`config.mk`:
```
export PLATFORM = sky130hd
export DESIGN_NAME = alpi_ctrl
export DESIGN_NICKNAME = d
export VERILOG_FILES = /design/src/hw/alpi_pkg.sv /design/src/hw/alpi_ctrl.sv /design/src/hw/alpi_cmp.sv
export VERILOG_INCLUDE_DIRS = /design/src /design/src/hw
export SDC_FILE = /design/constraint.sdc
export NUM_CORES = 1
export LEC_CHECK = 0
export ABC_AREA = 0
export BUFFER_PORTS_ARGS = -buffer_cell sky130_fd_sc_hd__buf_4
export CAP_MARGIN = 20
export CORE_AREA = 2 2 127 129
export CTS_CLUSTER_DIAMETER = 200
export DETAILED_ROUTE_END_ITERATION = 8
export DIE_AREA = 0 0 129 131
export PLACE_DENSITY = 0.71
export SLEW_MARGIN = 30
export SYNTH_ARGS = -nofsm -noshare
export SYNTH_HDL_FRONTEND = slang
export SYNTH_HIERARCHICAL = 1
export SYNTH_SLANG_ARGS = --single-unit
```
`constraint.sdc`:
```
create_clock -name aclk -period 4.9 [get_ports aclk]
set_clock_uncertainty 0.1 [all_clocks]
set_input_delay 0.245 -clock aclk [delete_from_list [all_inputs] [get_ports aclk]]
set_output_delay 0.245 -clock aclk [all_outputs]
set_load 0.1 [all_outputs]
```
`src/hw/alpi_defines.svh`:
```
// register offsets, field positions and reset values of the alarm and
// power-fail interrupt block; assumes a 32-bit aligned register map
`ifndef ALPI_DEFINES_SVH
`define ALPI_DEFINES_SVH

// ------------------------------------------------------------
// register byte offsets
// ------------------------------------------------------------
`define ALPI_OFS_STATUS 12'h000
`define ALPI_OFS_ENABLE 12'h004
`define ALPI_OFS_PERIOD 12'h008
`define ALPI_OFS_MODE 12'h00C
`define ALPI_OFS_MASK 12'h010
`define ALPI_OFS_CMP0 12'h020
`define ALPI_OFS_CMP5 12'h034

// ------------------------------------------------------------
// field positions
// ------------------------------------------------------------
`define ALPI_ST_SUM 0
`define ALPI_ST_PF 1
`define ALPI_ST_PER 2
`define ALPI_ST_ALM 3
`define ALPI_EN_ALM 6
`define ALPI_EN_PF 7
`define ALPI_MODE_SIE 4

// ------------------------------------------------------------
// reset values and bus answers
// ------------------------------------------------------------
`define ALPI_RST_BYTE 8'h00
`define ALPI_RST_MASK 4'h0
`define ALPI_RESP_OKAY 2'b00
`define ALPI_RESP_SLVERR 2'b10

`endif

```
`src/hw/alpi_pkg.sv`:
```
// types shared by the alarm and power-fail interrupt block
// assumes the defines header is compiled alongside
package alpi_pkg;

    // ------------------------------------------------------------
    // six time counters or six compare bytes, one byte each
    // ------------------------------------------------------------
    typedef struct packed {
        logic [7:0] c5;
        logic [7:0] c4;
        logic [7:0] c3;
        logic [7:0] c2;
        logic [7:0] c1;
        logic [7:0] c0;
    } alpi_time_t;

endpackage

```
`src/hw/alpi_ctrl.sv`:
```
// alarm and power-fail interrupt control with main status byte,
// axi4-lite slave; assumes counters and ticks come from logic on aclk,
// power-fail and standby inputs are asynchronous pins
`include "alpi_defines.svh"
`timescale 1ns/10ps
`default_nettype none

module alpi_ctrl
(
    // clock and reset
    input wire logic aclk,
    input wire logic aresetn,
    // axi4-lite write address and data
    input wire logic [11:0] s_axi_awaddr,
    input wire logic s_axi_awvalid,
    output logic s_axi_awready,
    input wire logic [31:0] s_axi_wdata,
    input wire logic [3:0] s_axi_wstrb,
    input wire logic s_axi_wvalid,
    output logic s_axi_wready,
    // axi4-lite write response
    output logic [1:0] s_axi_bresp,
    output logic s_axi_bvalid,
    input wire logic s_axi_bready,
    // axi4-lite read
    input wire logic [11:0] s_axi_araddr,
    input wire logic s_axi_arvalid,
    output logic s_axi_arready,
    output logic [31:0] s_axi_rdata,
    output logic [1:0] s_axi_rresp,
    output logic s_axi_rvalid,
    input wire logic s_axi_rready,
    // counter chain side
    input wire alpi_pkg::alpi_time_t time_counters,
    input wire logic time_update,
    input wire logic [5:0] periodic_tick,
    // pins
    input wire logic power_fail_input_n,
    input wire logic standby_active,
    output logic interrupt_output_pin_n,
    output logic multi_function_output_n,
    output logic register_block_select,
    output logic irq
);
    import alpi_pkg::*;

    // ------------------------------------------------------------
    // state
    // ------------------------------------------------------------
    logic [7:0] enable_reg;
    logic [7:0] period_reg;
    logic [7:0] mode_reg;
    logic [7:0] status_ram;
    logic [3:0] mask_reg;
    logic [7:0] cmp_ram [6];
    logic st_pf;
    logic st_per;
    logic st_alm;
    logic pf_s1, pf_s2;
    logic sb_s1, sb_s2, sb_d;
    logic aw_held, w_held;
    logic [11:0] aw_addr;
    logic [31:0] w_data;
    logic [3:0] w_strb;
    logic wr_go;
    logic wr_byte;
    logic [7:0] wb;
    logic alarm_match;
    logic sb_enter;
    logic sb_lock;
    alpi_time_t cmp_bytes;

    // ------------------------------------------------------------
    // address decode
    // ------------------------------------------------------------
    function automatic logic is_cmp(input logic [11:0] a);
        return a >= `ALPI_OFS_CMP0 && a <= `ALPI_OFS_CMP5 && a[1:0] == 2'b00;
    endfunction

    function automatic logic is_mapped(input logic [11:0] a);
        return is_cmp(a) || a == `ALPI_OFS_STATUS || a == `ALPI_OFS_ENABLE
            || a == `ALPI_OFS_PERIOD || a == `ALPI_OFS_MODE
            || a == `ALPI_OFS_MASK;
    endfunction

    function automatic logic [2:0] cmp_idx(input logic [11:0] a);
        logic [11:0] d;
        d = a - `ALPI_OFS_CMP0;
        return d[4:2];
    endfunction

    // ------------------------------------------------------------
    // pin synchronisers
    // ------------------------------------------------------------
    always_ff @(posedge aclk)
    begin
        if (!aresetn)
        begin
            pf_s1 <= 1'b1;
            pf_s2 <= 1'b1;
            sb_s1 <= 1'b0;
            sb_s2 <= 1'b0;
            sb_d <= 1'b0;
        end
        else
        begin
            pf_s1 <= power_fail_input_n;
            pf_s2 <= pf_s1;
            sb_s1 <= standby_active;
            sb_s2 <= sb_s1;
            sb_d <= sb_s2;
        end
    end

    assign sb_enter = sb_s2 && !sb_d;
    // without standby enable the alarm, power-fail and periodic enables stay cleared for all of standby
    assign sb_lock = sb_s2 && !mode_reg[`ALPI_MODE_SIE];

    // ------------------------------------------------------------
    // axi write channel
    // ------------------------------------------------------------
    assign wr_go = aw_held && w_held && !s_axi_bvalid;
    assign wr_byte = wr_go && w_strb[0] && is_mapped(aw_addr);
    assign wb = w_data[7:0];

    always_ff @(posedge aclk)
    begin
        if (!aresetn)
        begin
            aw_held <= 1'b0;
            w_held <= 1'b0;
            aw_addr <= 12'h000;
            w_data <= 32'h0000_0000;
            w_strb <= 4'h0;
            s_axi_awready <= 1'b1;
            s_axi_wready <= 1'b1;
            s_axi_bvalid <= 1'b0;
            s_axi_bresp <= `ALPI_RESP_OKAY;
        end
        else
        begin
            if (s_axi_awvalid && s_axi_awready)
            begin
                aw_held <= 1'b1;
                aw_addr <= s_axi_awaddr;
                s_axi_awready <= 1'b0;
            end
            if (s_axi_wvalid && s_axi_wready)
            begin
                w_held <= 1'b1;
                w_data <= s_axi_wdata;
                w_strb <= s_axi_wstrb;
                s_axi_wready <= 1'b0;
            end
            if (wr_go)
            begin
                aw_held <= 1'b0;
                w_held <= 1'b0;
                s_axi_bvalid <= 1'b1;
                s_axi_bresp <= is_mapped(aw_addr) ? `ALPI_RESP_OKAY
                                                  : `ALPI_RESP_SLVERR;
            end
            // one write at a time: channels reopen after the response
            if (s_axi_bvalid && s_axi_bready)
            begin
                s_axi_bvalid <= 1'b0;
                s_axi_awready <= 1'b1;
                s_axi_wready <= 1'b1;
            end
        end
    end

    // ------------------------------------------------------------
    // configuration registers
    // ------------------------------------------------------------
    always_ff @(posedge aclk)
    begin
        if (!aresetn)
        begin
            enable_reg <= `ALPI_RST_BYTE;
            period_reg <= `ALPI_RST_BYTE;
            mode_reg <= `ALPI_RST_BYTE;
            status_ram <= `ALPI_RST_BYTE;
            mask_reg <= `ALPI_RST_MASK;
        end
        else
        begin
            if (wr_byte)
            begin
                unique case (aw_addr)
                    `ALPI_OFS_ENABLE: enable_reg <= wb;
                    `ALPI_OFS_PERIOD: period_reg <= wb;
                    `ALPI_OFS_MODE: mode_reg <= wb;
                    `ALPI_OFS_MASK: mask_reg <= wb[3:0];
                    `ALPI_OFS_STATUS: status_ram <= {wb[7:4], 4'h0};
                    default: ;
                endcase
            end
            if (sb_enter && !mode_reg[`ALPI_MODE_SIE] || sb_lock)
            begin
                period_reg[5:0] <= 6'h00;
                enable_reg[`ALPI_EN_ALM] <= 1'b0;
                enable_reg[`ALPI_EN_PF] <= 1'b0;
            end
        end
    end

    // compare bytes stay plain storage whatever the enables say
    always_ff @(posedge aclk)
    begin
        if (!aresetn)
        begin
            for (int i = 0; i < 6; i++)
            begin
                cmp_ram[i] <= `ALPI_RST_BYTE;
            end
        end
        else if (wr_byte && is_cmp(aw_addr))
        begin
            cmp_ram[cmp_idx(aw_addr)] <= wb;
        end
    end

    assign cmp_bytes = {cmp_ram[5], cmp_ram[4], cmp_ram[3],
                        cmp_ram[2], cmp_ram[1], cmp_ram[0]};

    alpi_cmp #(
        .N(6)
    ) u_cmp (
        .counters(time_counters),
        .compare(cmp_bytes),
        .enable(enable_reg[5:0]),
        .all_equal(alarm_match)
    );

    // ------------------------------------------------------------
    // status bits; set wins over a one written in the same cycle
    // ------------------------------------------------------------
    always_ff @(posedge aclk)
    begin
        if (!aresetn)
        begin
            st_alm <= 1'b0;
            st_per <= 1'b0;
            st_pf <= 1'b0;
        end
        else
        begin
            if (time_update && alarm_match && |enable_reg[5:0])
            begin
                st_alm <= 1'b1;
            end
            else if (wr_byte && aw_addr == `ALPI_OFS_STATUS && wb[`ALPI_ST_ALM])
            begin
                st_alm <= 1'b0;
            end
            if (|(periodic_tick & period_reg[5:0]))
            begin
                st_per <= 1'b1;
            end
            else if (wr_byte && aw_addr == `ALPI_OFS_STATUS && wb[`ALPI_ST_PER])
            begin
                st_per <= 1'b0;
            end
            // follows the pin, software writes have no effect
            st_pf <= !pf_s2;
        end
    end

    // ------------------------------------------------------------
    // pins and interrupt output
    // ------------------------------------------------------------
    always_ff @(posedge aclk)
    begin
        if (!aresetn)
        begin
            interrupt_output_pin_n <= 1'b1;
            multi_function_output_n <= 1'b1;
            register_block_select <= 1'b0;
            irq <= 1'b0;
        end
        else
        begin
            interrupt_output_pin_n <= !(st_alm && enable_reg[`ALPI_EN_ALM]
                || st_per && |period_reg[5:0]);
            multi_function_output_n <= !(st_pf
                && enable_reg[`ALPI_EN_PF]);
            register_block_select <= status_ram[6];
            irq <= |({st_alm, st_per, st_pf} & mask_reg[3:1]);
        end
    end

    // ------------------------------------------------------------
    // axi read channel; reads have no side effects
    // ------------------------------------------------------------
    always_ff @(posedge aclk)
    begin
        if (!aresetn)
        begin
            s_axi_arready <= 1'b1;
            s_axi_rvalid <= 1'b0;
            s_axi_rdata <= 32'h0000_0000;
            s_axi_rresp <= `ALPI_RESP_OKAY;
        end
        else if (s_axi_arvalid && s_axi_arready)
        begin
            s_axi_arready <= 1'b0;
            s_axi_rvalid <= 1'b1;
            s_axi_rresp <= is_mapped(s_axi_araddr) ? `ALPI_RESP_OKAY
                                                   : `ALPI_RESP_SLVERR;
            s_axi_rdata <= 32'h0000_0000;
            if (is_cmp(s_axi_araddr))
            begin
                s_axi_rdata[7:0] <= cmp_ram[cmp_idx(s_axi_araddr)];
            end
            else
            begin
                unique case (s_axi_araddr)
                    `ALPI_OFS_STATUS: s_axi_rdata[7:0] <= {status_ram[7:4],
                        st_alm, st_per, st_pf,
                        !interrupt_output_pin_n
                        || !multi_function_output_n};
                    `ALPI_OFS_ENABLE: s_axi_rdata[7:0] <= enable_reg;
                    `ALPI_OFS_PERIOD: s_axi_rdata[7:0] <= period_reg;
                    `ALPI_OFS_MODE: s_axi_rdata[7:0] <= mode_reg;
                    `ALPI_OFS_MASK: s_axi_rdata[3:0] <= mask_reg;
                    default: ;
                endcase
            end
        end
        else if (s_axi_rvalid && s_axi_rready)
        begin
            s_axi_rvalid <= 1'b0;
            s_axi_arready <= 1'b1;
        end
    end
endmodule

`default_nettype wire

```
`src/hw/alpi_cmp.sv`:
```
// bank of six counter-to-compare-byte comparators
// assumes counters and compare bytes live in the same clock domain
`timescale 1ns/10ps
`default_nettype none

module alpi_cmp
    import alpi_pkg::*;
#(
    parameter int N = 6
)
(
    // operands
    input wire alpi_pkg::alpi_time_t counters,
    input wire alpi_pkg::alpi_time_t compare,
    input wire logic [N-1:0] enable,
    // result
    output logic all_equal
);
    logic [8*N-1:0] cnt;
    logic [8*N-1:0] cmp;
    logic [N-1:0] eq;

    assign cnt = counters;
    assign cmp = compare;

    // a disabled comparator always reports equal
    always_comb
    begin
        for (int i = 0; i < N; i++)
        begin
            eq[i] = !enable[i] || (cnt[8*i +: 8] == cmp[8*i +: 8]);
        end
    end

    assign all_equal = &eq;

endmodule

`default_nettype wire

```
==> results.md <==
* Routed length per instance at 18.2 um
* Clock Latency Late Sink at 0.41 ns
* DRC at 0
* CTS tree: yes
* Power per cell area at 335 nW/um^2
* Post-CTS setup buffers at 0
* Core area at 15600 um^2
* CP arrival at 3.13 ns
* Starting Density at 45.9%
* Outcome: finished clean
* Synth Flop Type: dfxtp_1
* CP required at 4.84 ns
* Leakage Power at 3.29 nW
* Slew Viols, Final at 0
* Ys async rst share at 0%
* CP peak stage delay at 0.93 ns
* CTS H-tree lvls at 4
* Crit-path cells: nor4_2 > and4_1 > nand2_1 > o21ai_1
* CP Launch Point: aw_addr[8]$_SDFFE_PN0P_
* Synth Register Bits at 142
* DRT iter0 DRCs at 603
* Vias in the first global route at 5511
* CTS Buf Count at 17
* Initial antenna violation count at 0
* Area growth from synthesis to layout at 23.4%
* Die Y-Extent at 131 um
* Dominant cell type by area after synthesis: edfxtp_1
* R2R cell count at 4
* Row cnt at 46
* Design Power at 0.00296 W
* EDFF count, synth at 61
* Synth Instances at 708
* Setup violators final at 0
* DR vias/cell at 5.48
* Peak VDD IR at 0.232 mV
* Reg2reg start: aw_addr[8]$_SDFFE_PN0P_
* Router iterations before antenna repair at 5
* Hold path depth at 3
* Commonest non-fill, non-tap cells in the layout: 116 x buf_4, 81 x dfxtp_1, 71 x nand2_1
* Final WL at 19.3 mm
* Largest net degree at the start of global routing at 84
* Family with the most delay on the worst path: simple AND/OR/NAND/NOR gates
* Most common cell after layout, fill and taps aside: buf_4
* Max-Cap Viols at 0
* Shortest period the worst path allows at 3.19 ns
* Max FFs per register at 61
* RSZ-0062 raised after global routing: no
* Die area at 16900 um^2
* Die W at 129 um
* Reg clk slew, reported paths at 0.06 ns
* Crit-path slowest cell: and4_1
* CP Launch Type: flip-flop
* Worst-margin pin slew at 0.944 ns
* Synth area leaders: edfxtp_1 26%, dfxtp_1 23%, xnor2_1 3.9%
* Clock buffer depth at 2
* Sequential area share after synthesis at 48.2%
* # port buffers at 115
* Diode count at 0
* First-pass GRT wire length at 29.8 mm
* Top flop regs: cmp_ram x61, aw_addr x12
* I/O pins at 169
* Hold Buf Count CTS at 23
* Final TNS setup at 0 ns
* Top reg by flops: cmp_ram
* Overall routing resource usage at 23.4%
* Post-CTS sizing at 0
* Post-synth top area share at 25.6%
* Final Hold Vio Count at 0
* Share of cells above drive strength 1 at 22.1%
* WS Path Type: reg -> reg
* Crit path max fanout at 25
* Hold crit path type: in -> reg
* Relative slew slack at 37.1%
* Yosys warns at 6
* Root Buffer Master: clkbuf_16
* Nets at 956
* CP Buf/Inv Count at 0
* CP Capture Type: flip-flop
* DPL Wire Length at 13.3 mm
* Routability cong. at 0.945
* Period utilization at 65.1%
* Antenna Nets Post-Route at 0
* Via count at 5818
* Max frequency at 314 MHz
* Synth Cell Area at 7170 um^2
* Worst path depth at 4
* Grt ovf at 0
* Mean Syn Cell Area at 10.1 um^2
* Synth unique cells at 65
* Clock Sinks at 142
* Min-delay src: s_axi_awaddr[5]
==> cells in the mapped netlist, types with 3 or more instances <==
master	number
nand2b_1	15
a21oi_1	9
o32ai_1	3
mux2_2	18
dfxtp_1	81
nor4_1	3
mux4_2	5
nor2_1	39
o21ai_1	3
xnor2_1	32
and3_1	9
mux2i_1	15
edfxtp_1	61
and2_1	17
buf_1	3
buf_4	30
o21ai_0	52
or4_1	3
a31oi_1	13
nand2_1	71
o21a_1	3
clkbuf_1	28
a21o_1	3
a21boi_1	11
nor4_2	4
xor2_1	16
a21boi_0	31
a22oi_1	3
nand3b_1	3
nand3_2	4
o22ai_1	7
inv_1	6
nor2b_1	14
a211o_2	4
and4_1	3
nand3_1	6
nand4_1	36
a32oi_1	3
buf_2	11
==> stage by stage <==
| step | setup slack (ns) | utilization (%) | area (um^2) | cells | hold slack (ns) |
|---|---|---|---|---|---|
| floorplan | 2.28 | - | 7310 | 746 | 0.245 |
| global placement | 1.76 | 51.6 | 8060 | 1006 | 0.273 |
| detailed placement | 1.80 | 51.6 | 8060 | 1006 | 0.273 |
| CTS | 1.79 | 56.7 | 8840 | 1061 | 0.000214 |
| global route | 1.58 | 56.7 | 8840 | 1061 | 0.0228 |
| finish | 1.71 | 56.7 | 8840 | 1061 | 0.0177 |
==> final timing paths <==
| kind | slack [ns] | endpoint |
|---|---|---|
| min | 0.02 | aw_addr[5]$_SDFFE_PN0P_ |
| max | 1.71 | cmp_ram[5][4]$_DFFE_PP_ |
| min reg2reg | 0.28 | st_pf$_SDFF_PN0_ |
| max reg2reg | 1.71 | cmp_ram[5][4]$_DFFE_PP_ |
==> cell families (layout without fill, tap and decap cells) <==
family | count (synthesis) | in the layout | share of synthesized area [%]
AOI/OAI and AO/OA | 159 | 159 | 14.6
xor gates and xnor gates | 48 | 48 | 5.87
buffers and inverters | 78 | 177 | 5.85
DFF | 142 | 142 | 48.2
muxes | 38 | 38 | 6.50
other | 1 | 39 | 0.0523
and+or+nand+nor | 242 | 242 | 18.9
==> routing by layer <==
| layer | global-route usage, % | vias to the layer above | wire (um) |
|---|---|---|---|
| met5 | 0 | - | 0 |
| met4 | 9.72 | 0 | 524 |
| met3 | 6.96 | 40 | 1930 |
| met2 | 36.8 | 305 | 8880 |
| met1 | 30.3 | 2719 | 7950 |
| li1 | - | 2754 | - |
==> worst min-delay path, delay by kind of cell <==
| family | cells | cell delay (ns) |
|---|---|---|
| buffers and inverters | 1 | 0.11 |
| AOI/OAI and AO/OA | 1 | 0.07 |
| and+or+nand+nor | 1 | 0.05 |
==> power by group <==
group,total (W),leakage (nW),switching [W],internal (W)
logic,0.000427,1.73,0.000285,0.000142
registers,0.00132,1.29,0.0000435,0.00127
clock network,0.00122,0.274,0.000467,0.000754
total,0.00296,3.29,0.000796,0.00217
==> layout make-up <==
class	count	area [um^2]
fillers	1385	6760
flip-flops and latches	142	3450
multi-input cells	526	3440
repair buffers	139	1100
clock buffers	23	458
well taps	216	270
clock inverters	9	92.6
inverters	6	22.5
Power figures use the tool's default switching activity.
